$ cat src/include/scie_defs.svh
// Constants for the system-control instruction executor.
// Assumes a single 50 MHz clock and a synchronous active-high reset.
// How it works
// - Subroutine exit: stack pointer minus 2, then pc loads from that stack word.
// - Interrupt exit returns like subroutine exit and re-enables global interrupt.
// - Computed jump: next pc is pc plus unsigned working register.
// - Interrupt on sets global enable, letting pending requests reach processing unit.
// - Interrupt off clears global enable, blocking all requests.
// - Full halt stops system clock and oscillators.
// - Core halt gates system clock, oscillators keep running.
// - Software reset resets whole chip like hardware reset.
// - Watchdog kick clears watchdog count.
// - Jump, call, indirect move, computed jump, both exits take two cycles.
// - Skip instructions take two cycles when skipping, else one; others one.
// - System-control instructions leave zero, carry, half-carry, wrap flags unchanged.
// - Call stores pc plus 1 at stack, loads target, stack pointer plus 2.
`ifndef SCIE_DEFS_SVH
`define SCIE_DEFS_SVH
`define SCIE_SP_STEP 8'h02
`define SCIE_PC_STEP 1
`define SCIE_GIE_RST 1'b0
`define SCIE_RST_PULSE_CYC 2
`endif

$ cat src/include/scie_pkg.sv
// Types for the system-control instruction executor.
// Assumes the decoder upstream classifies each instruction.
package scie_pkg;
	typedef enum logic [3:0] {
		SCIE_OP_OTHER,
		SCIE_OP_IDLE,
		SCIE_OP_JUMP,
		SCIE_OP_CALL,
		SCIE_OP_IDXM,
		SCIE_OP_PCADD,
		SCIE_OP_RET,
		SCIE_OP_RETI,
		SCIE_OP_GIE_ON,
		SCIE_OP_GIE_OFF,
		SCIE_OP_STOPALL,
		SCIE_OP_STOPCPU,
		SCIE_OP_SWRST,
		SCIE_OP_WDKICK,
		SCIE_OP_SKIPTEST
	} scie_op_t;
	typedef struct packed {
		scie_op_t op;
		logic [15:0] target;
		logic skip_true;
	} scie_instr_t;
	typedef struct packed {
		logic zero;
		logic carry;
		logic half_carry_flag;
		logic signed_wrap_flag;
	} scie_flags_t;
endpackage

$ cat src/design/scie_exec.sv
// System-control instruction execution: pc, stack pointer, global enable, halts, resets.
// Assumes one instruction offered per idle cycle with instr_valid; stack memory answers combinationally.
`timescale 1ns/100ps
`include "scie_defs.svh"
module scie_exec #(
	parameter int PC_W = 12,
	parameter int SP_W = 8
) (
	input wire logic clk,
	input wire logic srst,
	input wire logic instr_valid,
	input wire scie_pkg::scie_instr_t instr,
	input wire logic [7:0] working_register,
	input wire logic irq_pending,
	input wire logic [PC_W-1:0] irq_vector,
	input wire logic [PC_W-1:0] stack_rdata,
	input wire scie_pkg::scie_flags_t flags_in,
	output logic instr_ready,
	output logic [PC_W-1:0] pc,
	output logic [SP_W-1:0] sp,
	output logic stack_we,
	output logic [SP_W-1:0] stack_addr,
	output logic [PC_W-1:0] stack_wdata,
	output logic global_int_en,
	output logic irq_to_unit,
	output logic irq_taken,
	output logic sys_clk_en,
	output logic osc_en,
	output logic chip_reset,
	output logic wdt_clear,
	output scie_pkg::scie_flags_t flags_out
);
	// Target field is 16 bits, offset 8 bits, stack step 2
	if (PC_W < 8 || PC_W > 16 || SP_W < 2)
	begin
		$error("scie_exec: unsupported width");
	end

	typedef enum logic [1:0] {SCIE_ST_RUN, SCIE_ST_SECOND, SCIE_ST_HALT} scie_state_t;

	scie_state_t state_r, state_nxt;
	logic [PC_W-1:0] pc_r, pc_nxt, pend_pc_r, pend_pc_nxt;
	logic [SP_W-1:0] sp_r, sp_nxt;
	logic gie_r, gie_nxt, gie_set_r, gie_set_nxt;
	logic ret_r, ret_nxt;
	logic stop_all_r, stop_all_nxt;
	logic [1:0] rst_cnt_r, rst_cnt_nxt;
	logic we_nxt, we_r, wdt_nxt, wdt_r;
	logic [SP_W-1:0] addr_nxt, addr_r;
	logic [PC_W-1:0] wdata_nxt, wdata_r;
	logic take_irq;

	assign take_irq = (state_r == SCIE_ST_RUN) && gie_r && irq_pending && rst_cnt_r == 2'h0;
	assign instr_ready = (state_r == SCIE_ST_RUN) && !take_irq && rst_cnt_r == 2'h0;

	always_comb
	begin
		state_nxt = state_r;
		pc_nxt = pc_r;
		pend_pc_nxt = pend_pc_r;
		sp_nxt = sp_r;
		gie_nxt = gie_r;
		gie_set_nxt = 1'b0;
		ret_nxt = 1'b0;
		stop_all_nxt = stop_all_r;
		rst_cnt_nxt = (rst_cnt_r != 2'h0) ? rst_cnt_r - 2'h1 : 2'h0;
		we_nxt = 1'b0;
		wdt_nxt = 1'b0;
		addr_nxt = sp_r;
		wdata_nxt = '0;
		case (state_r)
			SCIE_ST_RUN:
			begin
				if (take_irq)
				begin
					gie_nxt = 1'b0;
					we_nxt = 1'b1;
					wdata_nxt = pc_r;
					sp_nxt = sp_r + SP_W'(`SCIE_SP_STEP);
					pend_pc_nxt = irq_vector;
					state_nxt = SCIE_ST_SECOND;
				end
				else if (instr_valid && instr_ready)
				begin
					pc_nxt = pc_r + PC_W'(`SCIE_PC_STEP);
					case (instr.op)
						scie_pkg::SCIE_OP_JUMP, scie_pkg::SCIE_OP_IDXM:
						begin
							pend_pc_nxt = (instr.op == scie_pkg::SCIE_OP_JUMP) ? instr.target[PC_W-1:0] : pc_nxt;
							state_nxt = SCIE_ST_SECOND;
						end
						scie_pkg::SCIE_OP_CALL:
						begin
							we_nxt = 1'b1;
							wdata_nxt = pc_r + PC_W'(`SCIE_PC_STEP);
							pend_pc_nxt = instr.target[PC_W-1:0];
							sp_nxt = sp_r + SP_W'(`SCIE_SP_STEP);
							state_nxt = SCIE_ST_SECOND;
						end
						scie_pkg::SCIE_OP_PCADD:
						begin
							pend_pc_nxt = pc_r + PC_W'(working_register);
							state_nxt = SCIE_ST_SECOND;
						end
						scie_pkg::SCIE_OP_RET, scie_pkg::SCIE_OP_RETI:
						begin
							sp_nxt = sp_r - SP_W'(`SCIE_SP_STEP);
							addr_nxt = sp_r - SP_W'(`SCIE_SP_STEP);
							gie_set_nxt = (instr.op == scie_pkg::SCIE_OP_RETI);
							ret_nxt = 1'b1;
							state_nxt = SCIE_ST_SECOND;
						end
						scie_pkg::SCIE_OP_GIE_ON: gie_nxt = 1'b1;
						scie_pkg::SCIE_OP_GIE_OFF: gie_nxt = 1'b0;
						scie_pkg::SCIE_OP_STOPALL:
						begin
							stop_all_nxt = 1'b1;
							state_nxt = SCIE_ST_HALT;
						end
						scie_pkg::SCIE_OP_STOPCPU: state_nxt = SCIE_ST_HALT;
						scie_pkg::SCIE_OP_SWRST: rst_cnt_nxt = 2'(`SCIE_RST_PULSE_CYC);
						scie_pkg::SCIE_OP_WDKICK: wdt_nxt = 1'b1;
						scie_pkg::SCIE_OP_SKIPTEST:
						begin
							if (instr.skip_true)
							begin
								pend_pc_nxt = pc_r + PC_W'(2);
								state_nxt = SCIE_ST_SECOND;
							end
						end
						default: ;
					endcase
				end
			end
			SCIE_ST_SECOND:
			begin
				if (ret_r)
					pc_nxt = stack_rdata;
				else
					pc_nxt = pend_pc_r;
				if (gie_set_r)
					gie_nxt = 1'b1;
				state_nxt = SCIE_ST_RUN;
			end
			SCIE_ST_HALT:
			begin
				if (irq_pending)
				begin
					stop_all_nxt = 1'b0;
					state_nxt = SCIE_ST_RUN;
				end
			end
			default: state_nxt = SCIE_ST_RUN;
		endcase
	end

	always_ff @(posedge clk)
	begin
		if (srst || chip_reset)
		begin
			state_r <= SCIE_ST_RUN;
			pc_r <= '0;
			pend_pc_r <= '0;
			sp_r <= '0;
			gie_r <= `SCIE_GIE_RST;
			gie_set_r <= 1'b0;
			ret_r <= 1'b0;
			stop_all_r <= 1'b0;
			we_r <= 1'b0;
			wdt_r <= 1'b0;
			addr_r <= '0;
			wdata_r <= '0;
		end
		else
		begin
			state_r <= state_nxt;
			pc_r <= pc_nxt;
			pend_pc_r <= pend_pc_nxt;
			sp_r <= sp_nxt;
			gie_r <= gie_nxt;
			gie_set_r <= gie_set_nxt;
			ret_r <= ret_nxt;
			stop_all_r <= stop_all_nxt;
			we_r <= we_nxt;
			wdt_r <= wdt_nxt;
			addr_r <= addr_nxt;
			wdata_r <= wdata_nxt;
		end
	end

	always_ff @(posedge clk)
	begin
		if (srst)
			rst_cnt_r <= 2'h0;
		else
			rst_cnt_r <= rst_cnt_nxt;
	end

	assign chip_reset = rst_cnt_r != 2'h0;
	assign pc = pc_r;
	assign sp = sp_r;
	assign stack_we = we_r;
	assign stack_addr = addr_r;
	assign stack_wdata = wdata_r;
	assign global_int_en = gie_r;
	assign irq_to_unit = gie_r && irq_pending;
	assign irq_taken = take_irq;
	assign sys_clk_en = state_r != SCIE_ST_HALT;
	assign osc_en = !stop_all_r;
	assign wdt_clear = wdt_r;
	assign flags_out = flags_in;

	// Checks
	sp_ret_a: assert property (@(posedge clk) disable iff (srst)
		instr_valid && instr_ready && instr.op == scie_pkg::SCIE_OP_RET && !chip_reset
		|=> sp == $past(sp) - SP_W'(2)) else $error("ret sp step wrong");
	reti_gie_a: assert property (@(posedge clk) disable iff (srst || chip_reset)
		instr_valid && instr_ready && instr.op == scie_pkg::SCIE_OP_RETI |=> ##1 global_int_en)
		else $error("reti did not enable");
	two_cycle_a: assert property (@(posedge clk) disable iff (srst || chip_reset)
		instr_valid && instr_ready && instr.op == scie_pkg::SCIE_OP_JUMP
		|=> !instr_ready ##1 pc == $past(instr.target[PC_W-1:0], 2))
		else $error("jump timing wrong");
	gie_off_a: assert property (@(posedge clk) disable iff (srst || chip_reset)
		instr_valid && instr_ready && instr.op == scie_pkg::SCIE_OP_GIE_OFF |=> !irq_to_unit)
		else $error("irq not blocked");
	irq_clr_a: assert property (@(posedge clk) disable iff (srst || chip_reset)
		irq_taken |=> !global_int_en) else $error("gie kept on irq");
	call_sp_a: assert property (@(posedge clk) disable iff (srst || chip_reset)
		instr_valid && instr_ready && instr.op == scie_pkg::SCIE_OP_CALL
		|=> stack_we && sp == $past(sp) + SP_W'(2) && stack_wdata == $past(pc) + PC_W'(1))
		else $error("call push wrong");
	halt_clk_a: assert property (@(posedge clk) disable iff (srst || chip_reset)
		instr_valid && instr_ready && instr.op == scie_pkg::SCIE_OP_STOPCPU |=> !sys_clk_en && osc_en)
		else $error("core halt wrong");
	swrst_a: assert property (@(posedge clk) disable iff (srst)
		instr_valid && instr_ready && instr.op == scie_pkg::SCIE_OP_SWRST && !chip_reset |=> chip_reset [*2])
		else $error("soft reset missing");
	idle_pc_a: assert property (@(posedge clk) disable iff (srst || chip_reset)
		instr_valid && instr_ready && instr.op == scie_pkg::SCIE_OP_IDLE
		|=> pc == $past(pc) + PC_W'(1) && sp == $past(sp) && !stack_we
		&& global_int_en == $past(global_int_en) && (instr_ready || irq_taken))
		else $error("idle pc wrong");
	call_c: cover property (@(posedge clk) instr_valid && instr_ready && instr.op == scie_pkg::SCIE_OP_CALL);
	ret_c: cover property (@(posedge clk) instr_valid && instr_ready && instr.op == scie_pkg::SCIE_OP_RETI);
	irq_c: cover property (@(posedge clk) irq_taken);
	halt_c: cover property (@(posedge clk) !sys_clk_en);
endmodule

$ cat config.mk
export PLATFORM = sky130hd
export DESIGN_NAME = scie_exec
export DESIGN_NICKNAME = d
export VERILOG_FILES = /design/src/include/scie_pkg.sv /design/src/design/scie_exec.sv
export VERILOG_INCLUDE_DIRS = /design/src /design/src/include
export SDC_FILE = /design/constraint.sdc
export NUM_CORES = 1
export LEC_CHECK = 0
export BUFFER_PORTS_ARGS = -buffer_cell sky130_fd_sc_hd__buf_4
export CORE_UTILIZATION = 57
export DETAILED_ROUTE_END_ITERATION = 10
export PLACE_DENSITY_LB_ADDON = 0.15
export SLEW_MARGIN = 20
export SYNTH_ARGS = -nofsm -noshare
export SYNTH_HDL_FRONTEND = slang
export SYNTH_SLANG_ARGS = --single-unit
$ cat constraint.sdc
create_clock -name clk -period 6.8 [get_ports clk]
set_clock_uncertainty 0.05 [all_clocks]
set_input_delay 1.36 -clock clk [delete_from_list [all_inputs] [get_ports clk]]
set_output_delay 1.36 -clock clk [all_outputs]
set_load 0.005 [all_outputs]
## Yosys cells after proc, flatten, opt, wreduce, memory -nomap -nowiden

Cells that the tools add are included.

- $add $sub $neg: 6
- Multiply operators: 0
- Div/mod/pow operators: 0
- Magnitude comparators: 0
- Equality and inequality tests: 26
- Shift operators: 0
- Multiplexer cells: 45
- Bitwise gates (word level): 3
- Reductions and logical operators: 31

Operators with widths:

| kind | number |
|---|---|
| $mux 12 | 10 |
| $mux 8 | 6 |
| $pmux 12 s4 | 1 |
| $eq 4x4->1 const B | 7 |
| $pmux 12 s2 | 1 |
| $mux 2 | 9 |
| $eq 4x3->1 const B | 4 |
| $pmux 8 s2 | 1 |
| $add 12x1->12 const B | 1 |
| $add 12x2->12 const B | 1 |
| $add 12x8->12 | 1 |
| $mux 1 | 12 |
| $reduce_and 4->1 | 3 |
| $add 8x2->8 const B | 1 |
| $eq 4x2->1 const B | 2 |
| $ne 2x2->1 const B | 4 |
| $reduce_bool 2->1 | 4 |
| $reduce_or 2->1 | 4 |
| $sub 8x2->8 const B | 1 |
| $logic_and 1x1->1 | 7 |
| $pmux 1 s2 | 3 |
| $pmux 2 s3 | 1 |
| $reduce_and 3->1 | 2 |
| $reduce_or 6->1 | 1 |
| other kinds (19) | 24 |

- Register bits after elaboration: 62
- Latch bits: 0
- Bits in writable memories: 0
- ROM bits: 0
- Input port bits: 61
- Output and inout port bits: 53
- Logic and storage cells: 124
- Memories kept: 0

## Logic depth before layout (Yosys ltp)

Gate-level depths: netlist of run 1.

- Depth after elaboration: 11
- Mapped depth: 9
- Depth with buffers taken out: 9

## Worst setup path before layout of run 1

No wires, ideal clock.

- Kind: input -> output
- Start point: input irq_pending
- End point: output irq_taken
- Arrival: 2077 ps
- Data required time: 5390 ps
- Slack: 3313 ps
- Cell stages on the path: 6
- Buffers on the path: 2
- Cells stage by stage: nand2_1 -> inv_1 -> nand2_1 -> clkinv_1 -> buf_2 -> buf_1

- Cells in the longest elaborated chain, start to end: 2

RTL lines:

| element | line | source |
|---|---|---|
| start, declared | scie_exec.sv:14 | `input wire logic irq_pending,` |
| $logic_and 1x1->1 (2 in series) | scie_exec.sv:53 | `assign take_irq = (state_r == SCIE_ST_RUN) && gie_r && irq_pending && rst_cnt_r == 2'h0;` |
| end, declared | scie_exec.sv:26 | `output logic irq_taken,` |

Every way passes these cells.

## Worst setup path in the final report of run 1

Same ends and word-level chain as after synthesis.

==> flow_summary_export.csv, run 1 <==
group,metric,value,unit
final_layout,final_layout_size_suffix_gt1_share,20.7,%
outcome,status,"completed",
timing,timing.setup.tns,0,ns
placed_design,gp_congestion,0.941,
route,dr.pass1.iters,5,
yosys,yosysMostFrequentCell,"nor2_1",
worst_setup_path,critical_path_arrival,3.08,ns
power_and_ir_drop,ir_worst_vdd,0.179,mV
worst_setup_path,slowest_stage,"clkinv_1",
final_layout,fin_nets,686,
final_layout,fillers,570,
yosys,synth_top_family_by_area,"compound AO/OA/AOI/OAI gates",
clock_tree,cts-root-buf,"clkbuf_8",
yosys,syn_area_per_cell,7.68,um2
yosys,synth_compound_area_share,24.3,%
placed_design,portBuffers,99,
timing,finalSetupViolations,0,
yosys,synth_cell_types,59,
timing,hold_viol,0,
yosys,synthMuxAreaShare,3.36,%
clock_tree,tritoncts,"yes",
worst_setup_path,path_common_cell,"buf_4",
worst_setup_path,worstPathCellList,"buf_4 -> nand2_1 -> inv_1 -> nand2_1 -> buf_4 -> clkinv_1 -> buf_4 -> buf_4",
yosys,synth-seq-area-share,28.8,%
clock_tree,path_clk_slew,0.07,ns
global_route,grt_max_degree,33,
final_layout,diodes,0,
yosys,syn_area,4170,um2
clock_tree,post-cts-setup-buffers,0,
global_route,track_usage,33.1,%
clock_tree,cts_max_level,3,
yosys,yosys_register_bits,60,
timing,finalCriticalPeriod,4.49,ns
worst_hold_path,min_path_cells,2,
timing,tightest_slew,0.810,ns
global_route,grt_use_met1,45.6,%
route,vias,4409,
worst_setup_path,rr_worst_depth,7,
floorplanning,die_y,87.5,um
flow_run,maxCapViolCount,0,
global_route,grt_pass1_wl,19.5,mm
yosys,yosys.area_share.simple,22.8,%
yosys,synth_commonest_cells,"nor2_1, dfxtp_1, a21oi_1, nand2_1, xnor2_1",
timing,slew_headroom,45.9,%
worst_setup_path,worst_path_largest_cell_delay,0.49,ns
placed_design,hpwl,8.83,mm
clock_tree,clock-sinks,60,
worst_hold_path,hp-start,"pend_pc_r[6]",
clock_tree,postCtsResizedCells,0,
timing,final.period_utilization,66.0,%
final_layout,seqCellArea,1200,um2
route,drc,0,
worst_setup_path,required,5.39,ns
global_route,antenna_found_initial,0,
floorplanning,die-area,7660,um2
yosys,yosysTopAreaCell,"dfxtp_1",
clock_tree,cts_buffer_depth,2,
global_route,grtUsageMet3,5.18,%
timing,max_freq,0.223,GHz
floorplanning,fp.dieW,87.5,um
floorplanning,ioPinCount,114,
yosys,synth_top_cell_area_share,28.8,%
global_route,grt_pass1_vias,3957,
floorplanning,floorplan.initialDensity,60.1,%
power_and_ir_drop,powerDensity,246,nW/um2
route,vias_per_cell,6.18,
worst_setup_path,end_kind,"output pin",
final_layout,syn_to_final_growth,21.2,%
floorplanning,coreArea,6940,um2
worst_hold_path,holdPathEnd,"pend_pc_r[6]",
worst_hold_path,min_path_type,"reg -> reg",
global_route,top_usage_layer,"met2",
worst_setup_path,start_kind,"primary input",
clock_tree,cts_made_buffers,9,
global_route,grt.overflow.total,0,
worst_setup_path,crit_path_max_fanout,29,
timing,slew_viol_final,0,
yosys,synth_flop_cell,"dfxtp_1",
clock_tree,cts_hold_repair.buffers,0,
worst_setup_path,r2r_setup_slack,3.92,ns
clock_tree,clk_latency,0.35,ns
final_layout,multi_input_area,2700,um2
yosys,synth-edff-count,0,
route,wl_per_cell,17.5,um
power_and_ir_drop,cellLeakagePower,2.07,nW
yosys,syn_inst,543,
worst_setup_path,worstSetupPathType,"in -> out",
yosys,synthAdderAreaFrac,4.08,%
yosys,synthArstFlopShare,0,%
worst_setup_path,reg2reg_to,"pend_pc_r[10]",
route,wl,12.5,mm
floorplanning,rows,30,
timing,rsz0062_at_grt,"false",
yosys,yosysWarnings,0,
final_layout,utilization,72.8,%
yosys,synthXorXnorAreaFrac,10.1,%
yosys,synth_area_leaders,"dfxtp_1, xnor2_1, nor2_1",
global_route,grt_util_met2,52.3,%
route,antenna_violating_nets_post_route,0,
route,drt_iter0_drc,584,
worst_setup_path,reg2reg_from,"pc[0]",
-- cells by family (layout without fill, tap and decap cells) --
group,count (synthesis),in the layout
flops,60,60
xor+xnor,48,48
compound gates,155,155
buf+inv,60,133
other cells,1,2
fa+ha+maj,13,13
simple gates,192,192
mux,14,14
-- worst max-delay path: cells and delay by family --
kind	cells	cell delay (ns)
and+or+nand+nor	2	0.20
buffers and inverters	6	1.51
-- through the flow --
| stage | power, W | setup WS (ns) | hold slack, ns | instance area, um2 | instances |
|---|---|---|---|---|---|
| 5_1_grt | 0.00130 | 2.25 | 0.435 | 5060 | 713 |
| 4_1_cts | 0.00123 | 2.37 | 0.413 | 5060 | 713 |
| 2_1_floorplan | 0.000757 | 3.31 | 0.381 | 4180 | 544 |
| 6_report | 0.00124 | 2.31 | 0.410 | 5060 | 713 |
| 3_3_place_gp | 0.000889 | 2.42 | 0.388 | 4850 | 697 |
| 3_5_place_dp | 0.000903 | 2.37 | 0.397 | 4850 | 697 |
-- registers in the layout, indices dropped and copies added (netlist names) --
register,flops
state_r,2
stop_all_r,1
stack_we,1
global_int_en,1
pend_pc_r,12
ret_r,1
pc,12
stack_addr,7
gie_set_r,1
wdt_clear,1
rst_cnt_r,2
sp,7
stack_wdata,12
-- per-layer routing --
layer  vias to the layer above  wire length (um)
li1                       2086                 -
met1                      1994              5260
met2                       295              5560
met3                        34              1360
met4                         0               272
met5                         -                 0
-- cells in the final DEF (no fill, tap or decap), drive strengths merged, types with 3 or more instances in the layout --
cell type  count
a21oi         39
o22a           3
ha            12
mux2i         14
dfxtp         60
nand2         38
clkinv         3
and3          11
nand2b         6
xor2          19
nand4          8
nor2b          5
nand3         26
xnor2         29
a21o           3
inv           12
o21a           5
a22oi          3
nor4           7
o21ai         40
nor3b          4
buf          104
a311oi         4
nor2          63
o211ai         7
a32oi          3
a211oi        23
o221ai         7
a221oi         5
clkbuf        12
or3           10
o22ai          4
nor3           7
-- worst max-delay path by stage --
| stage | startpoint | to |
|---|---|---|
| final | irq_pending | irq_taken |
| after global routing | irq_pending | irq_taken |
| after CTS | irq_pending | irq_taken |
| after global placement | irq_pending | irq_taken |
| after detailed placement | irq_pending | irq_taken |
| after floorplan | irq_pending | irq_taken |
-- final cells by class --
type                    instances  area share [%]
clock inverters                 4           0.940
well taps                      96            2.38
multi-input cells             424            53.5
inverters                      13           0.965
repair buffers                104            15.4
flip-flops and latches         60            23.8
clock buffers                  12            3.07
-- power breakdown --
part	leakage (nW)	total [W]	switching, W	internal [W]
Combinational	1.48	0.000443	0.000239	0.000204
Sequential	0.487	0.000464	0.0000764	0.000388
Clock	0.102	0.000335	0.000147	0.000188
No activity file was read; power rests on OpenSTA's default activity.
==> inputs of run 2 (changes only) <==
CORE_UTILIZATION = 53   (was 57)
clock period = 4.38 ns   (was 6.8 ns; I/O delays follow)
==> run 2 against run 1 <==
  * Sequential power up 55%
  * Critical path depth down 1
  * Setup slack worse by 0.97 ns
  * Largest power group unchanged
  * Register-to-register slack worse by 2.4 ns
  * Cell area up 0.20%
  * Global-route usage down 2.4 points
  * Largest cell class unchanged
  * Non-clock buffer count up 1
  * Clock power up 55%
  * Flip-flop and latch count unchanged
  * Combinational power up 56%
  * Die area up 7.4%
==> flow_summary_export.csv, run 2 (synthesis gave the netlist of run 1 again) <==
group,metric,value,unit
outcome,status,"completed",
clock_tree,path_clk_slew,0.07,ns
power_and_ir_drop,ir_worst_vdd,0.252,mV
clock_tree,postCtsResizedCells,0,
worst_setup_path,required,3.45,ns
global_route,top_usage_layer,"met2",
timing,slew_headroom,44.1,%
global_route,grt_pass1_vias,3926,
placed_design,gp_congestion,0.919,
flow_run,maxCapViolCount,0,
final_layout,layout_common_cells,"buf_4, nor2_1, dfxtp_1, nand2_1, a21oi_1",
timing,finalCriticalPeriod,3.04,ns
clock_tree,cts_hold_repair.buffers,0,
floorplanning,ioPinCount,114,
timing,fin_hold_ws,0.401,ns
clock_tree,post-cts-setup-buffers,0,
worst_hold_path,min_path_type,"reg -> reg",
timing,timing.setup.tns,0,ns
global_route,grt_util_met2,47.4,%
placed_design,hpwl,8.91,mm
route,vias,4359,
power_and_ir_drop,cellLeakagePower,2.07,nW
worst_setup_path,start_kind,"primary input",
placed_design,portBuffers,99,
timing,tightest_slew,0.838,ns
clock_tree,cts_made_buffers,9,
floorplanning,die_y,90.7,um
global_route,grt_pass1_wl,19.9,mm
timing,finalSetupViolations,0,
clock_tree,clock-sinks,60,
route,drt_iter0_drc,398,
worst_setup_path,critical_path_arrival,2.11,ns
timing,hold_viol,0,
global_route,grt_max_degree,33,
global_route,antenna_found_initial,0,
timing,max_freq,0.329,GHz
final_layout,layout.cells.most_common,"buf_4",
final_layout,final_layout_size_suffix_gt1_share,20.9,%
final_layout,fin_nets,687,
final_layout,final_area,5070,um2
worst_setup_path,end_kind,"output pin",
global_route,grt.overflow.total,0,
floorplanning,rows,31,
final_layout,syn_to_final_growth,21.5,%
route,drc,0,
timing,slew_viol_final,0,
timing,rsz0062_at_grt,"false",
route,antenna_violating_nets_post_route,0,
floorplanning,fp.dieW,90.7,um
worst_setup_path,crit_path_max_fanout,11,
worst_setup_path,worstSetupPathType,"in -> out",
clock_tree,clk_latency,0.34,ns
clock_tree,tritoncts,"yes",
clock_tree,cts_max_level,3,
placed_design,placed_area,4860,um2
global_route,grt_use_met1,43.3,%
route,wl_per_cell,17.3,um
clock_tree,cts-root-buf,"clkbuf_8",
floorplanning,die-area,8230,um2
floorplanning,floorplan.initialDensity,56.0,%
global_route,grtUsageMet3,3.87,%
route,wl,12.4,mm
clock_tree,cts_buffer_depth,2,
final_layout,diodes,0,
power_and_ir_drop,powerDensity,381,nW/um2
route,vias_per_cell,6.08,
route,dr.pass1.iters,5,
timing,final.period_utilization,69.4,%
floorplanning,coreArea,7450,um2
global_route,track_usage,30.7,%
==> run 2: cell types whose count changed in the layout (fill, tap and decap cells not counted), sizes merged <==
cell,before,now
buf,104,105
clkbuf,12,11
inv,12,13
==> run 2: worst max-delay path: stages <==
cell and delay (ns):
buf_4 0.13, nand2_1 0.13, inv_1 0.07, nand2_1 0.38
clkinv_1 0.18, buf_4 0.21, buf_4 0.14
==> run 2: final timing paths <==
kind	startpoint	depth (start not counted)	slack, ns	to
max reg2reg	state_r[1]	5	1.54	stack_wdata[6]
min reg2reg	pend_pc_r[6]	2	0.40	pend_pc_r[6]
max	irq_pending	7	1.34	irq_taken
min	pend_pc_r[6]	2	0.40	pend_pc_r[6]
==> run 2: per-layer routing <==
layer | vias up | part of all wire, %
li1 | 2098 | -
met5 | - | 0
met4 | 0 | 2.1
met3 | 23 | 10
met2 | 243 | 44
met1 | 1995 | 43
==> run 2: final cells by class <==
class / count / area (um2)
clock buffers: 11 / 141
inverters: 13 / 48.8
clock inverters: 5 / 60.1
multi-input cells: 424 / 2700
well taps: 99 / 124
fillers: 679 / 2380
repair buffers: 105 / 788
flip-flops and latches: 60 / 1200
==> run 2: where the power goes <==
part / switching [W] / internal [W]
clock network: 0.000237 / 0.000281
logic: 0.000374 / 0.000319
registers: 0.000117 / 0.000602
==> run 2: metrics by stage <==
step	cells	power [W]	util (%)	setup slack (ns)
after detailed placement	701	0.00141	65.3	1.27
after global placement	701	0.00139	65.3	1.30
after CTS	717	0.00192	68.0	1.36
final	717	0.00193	68.0	1.34
after floorplan	544	0.00117	-	1.72
after global routing	717	0.00203	68.0	1.27
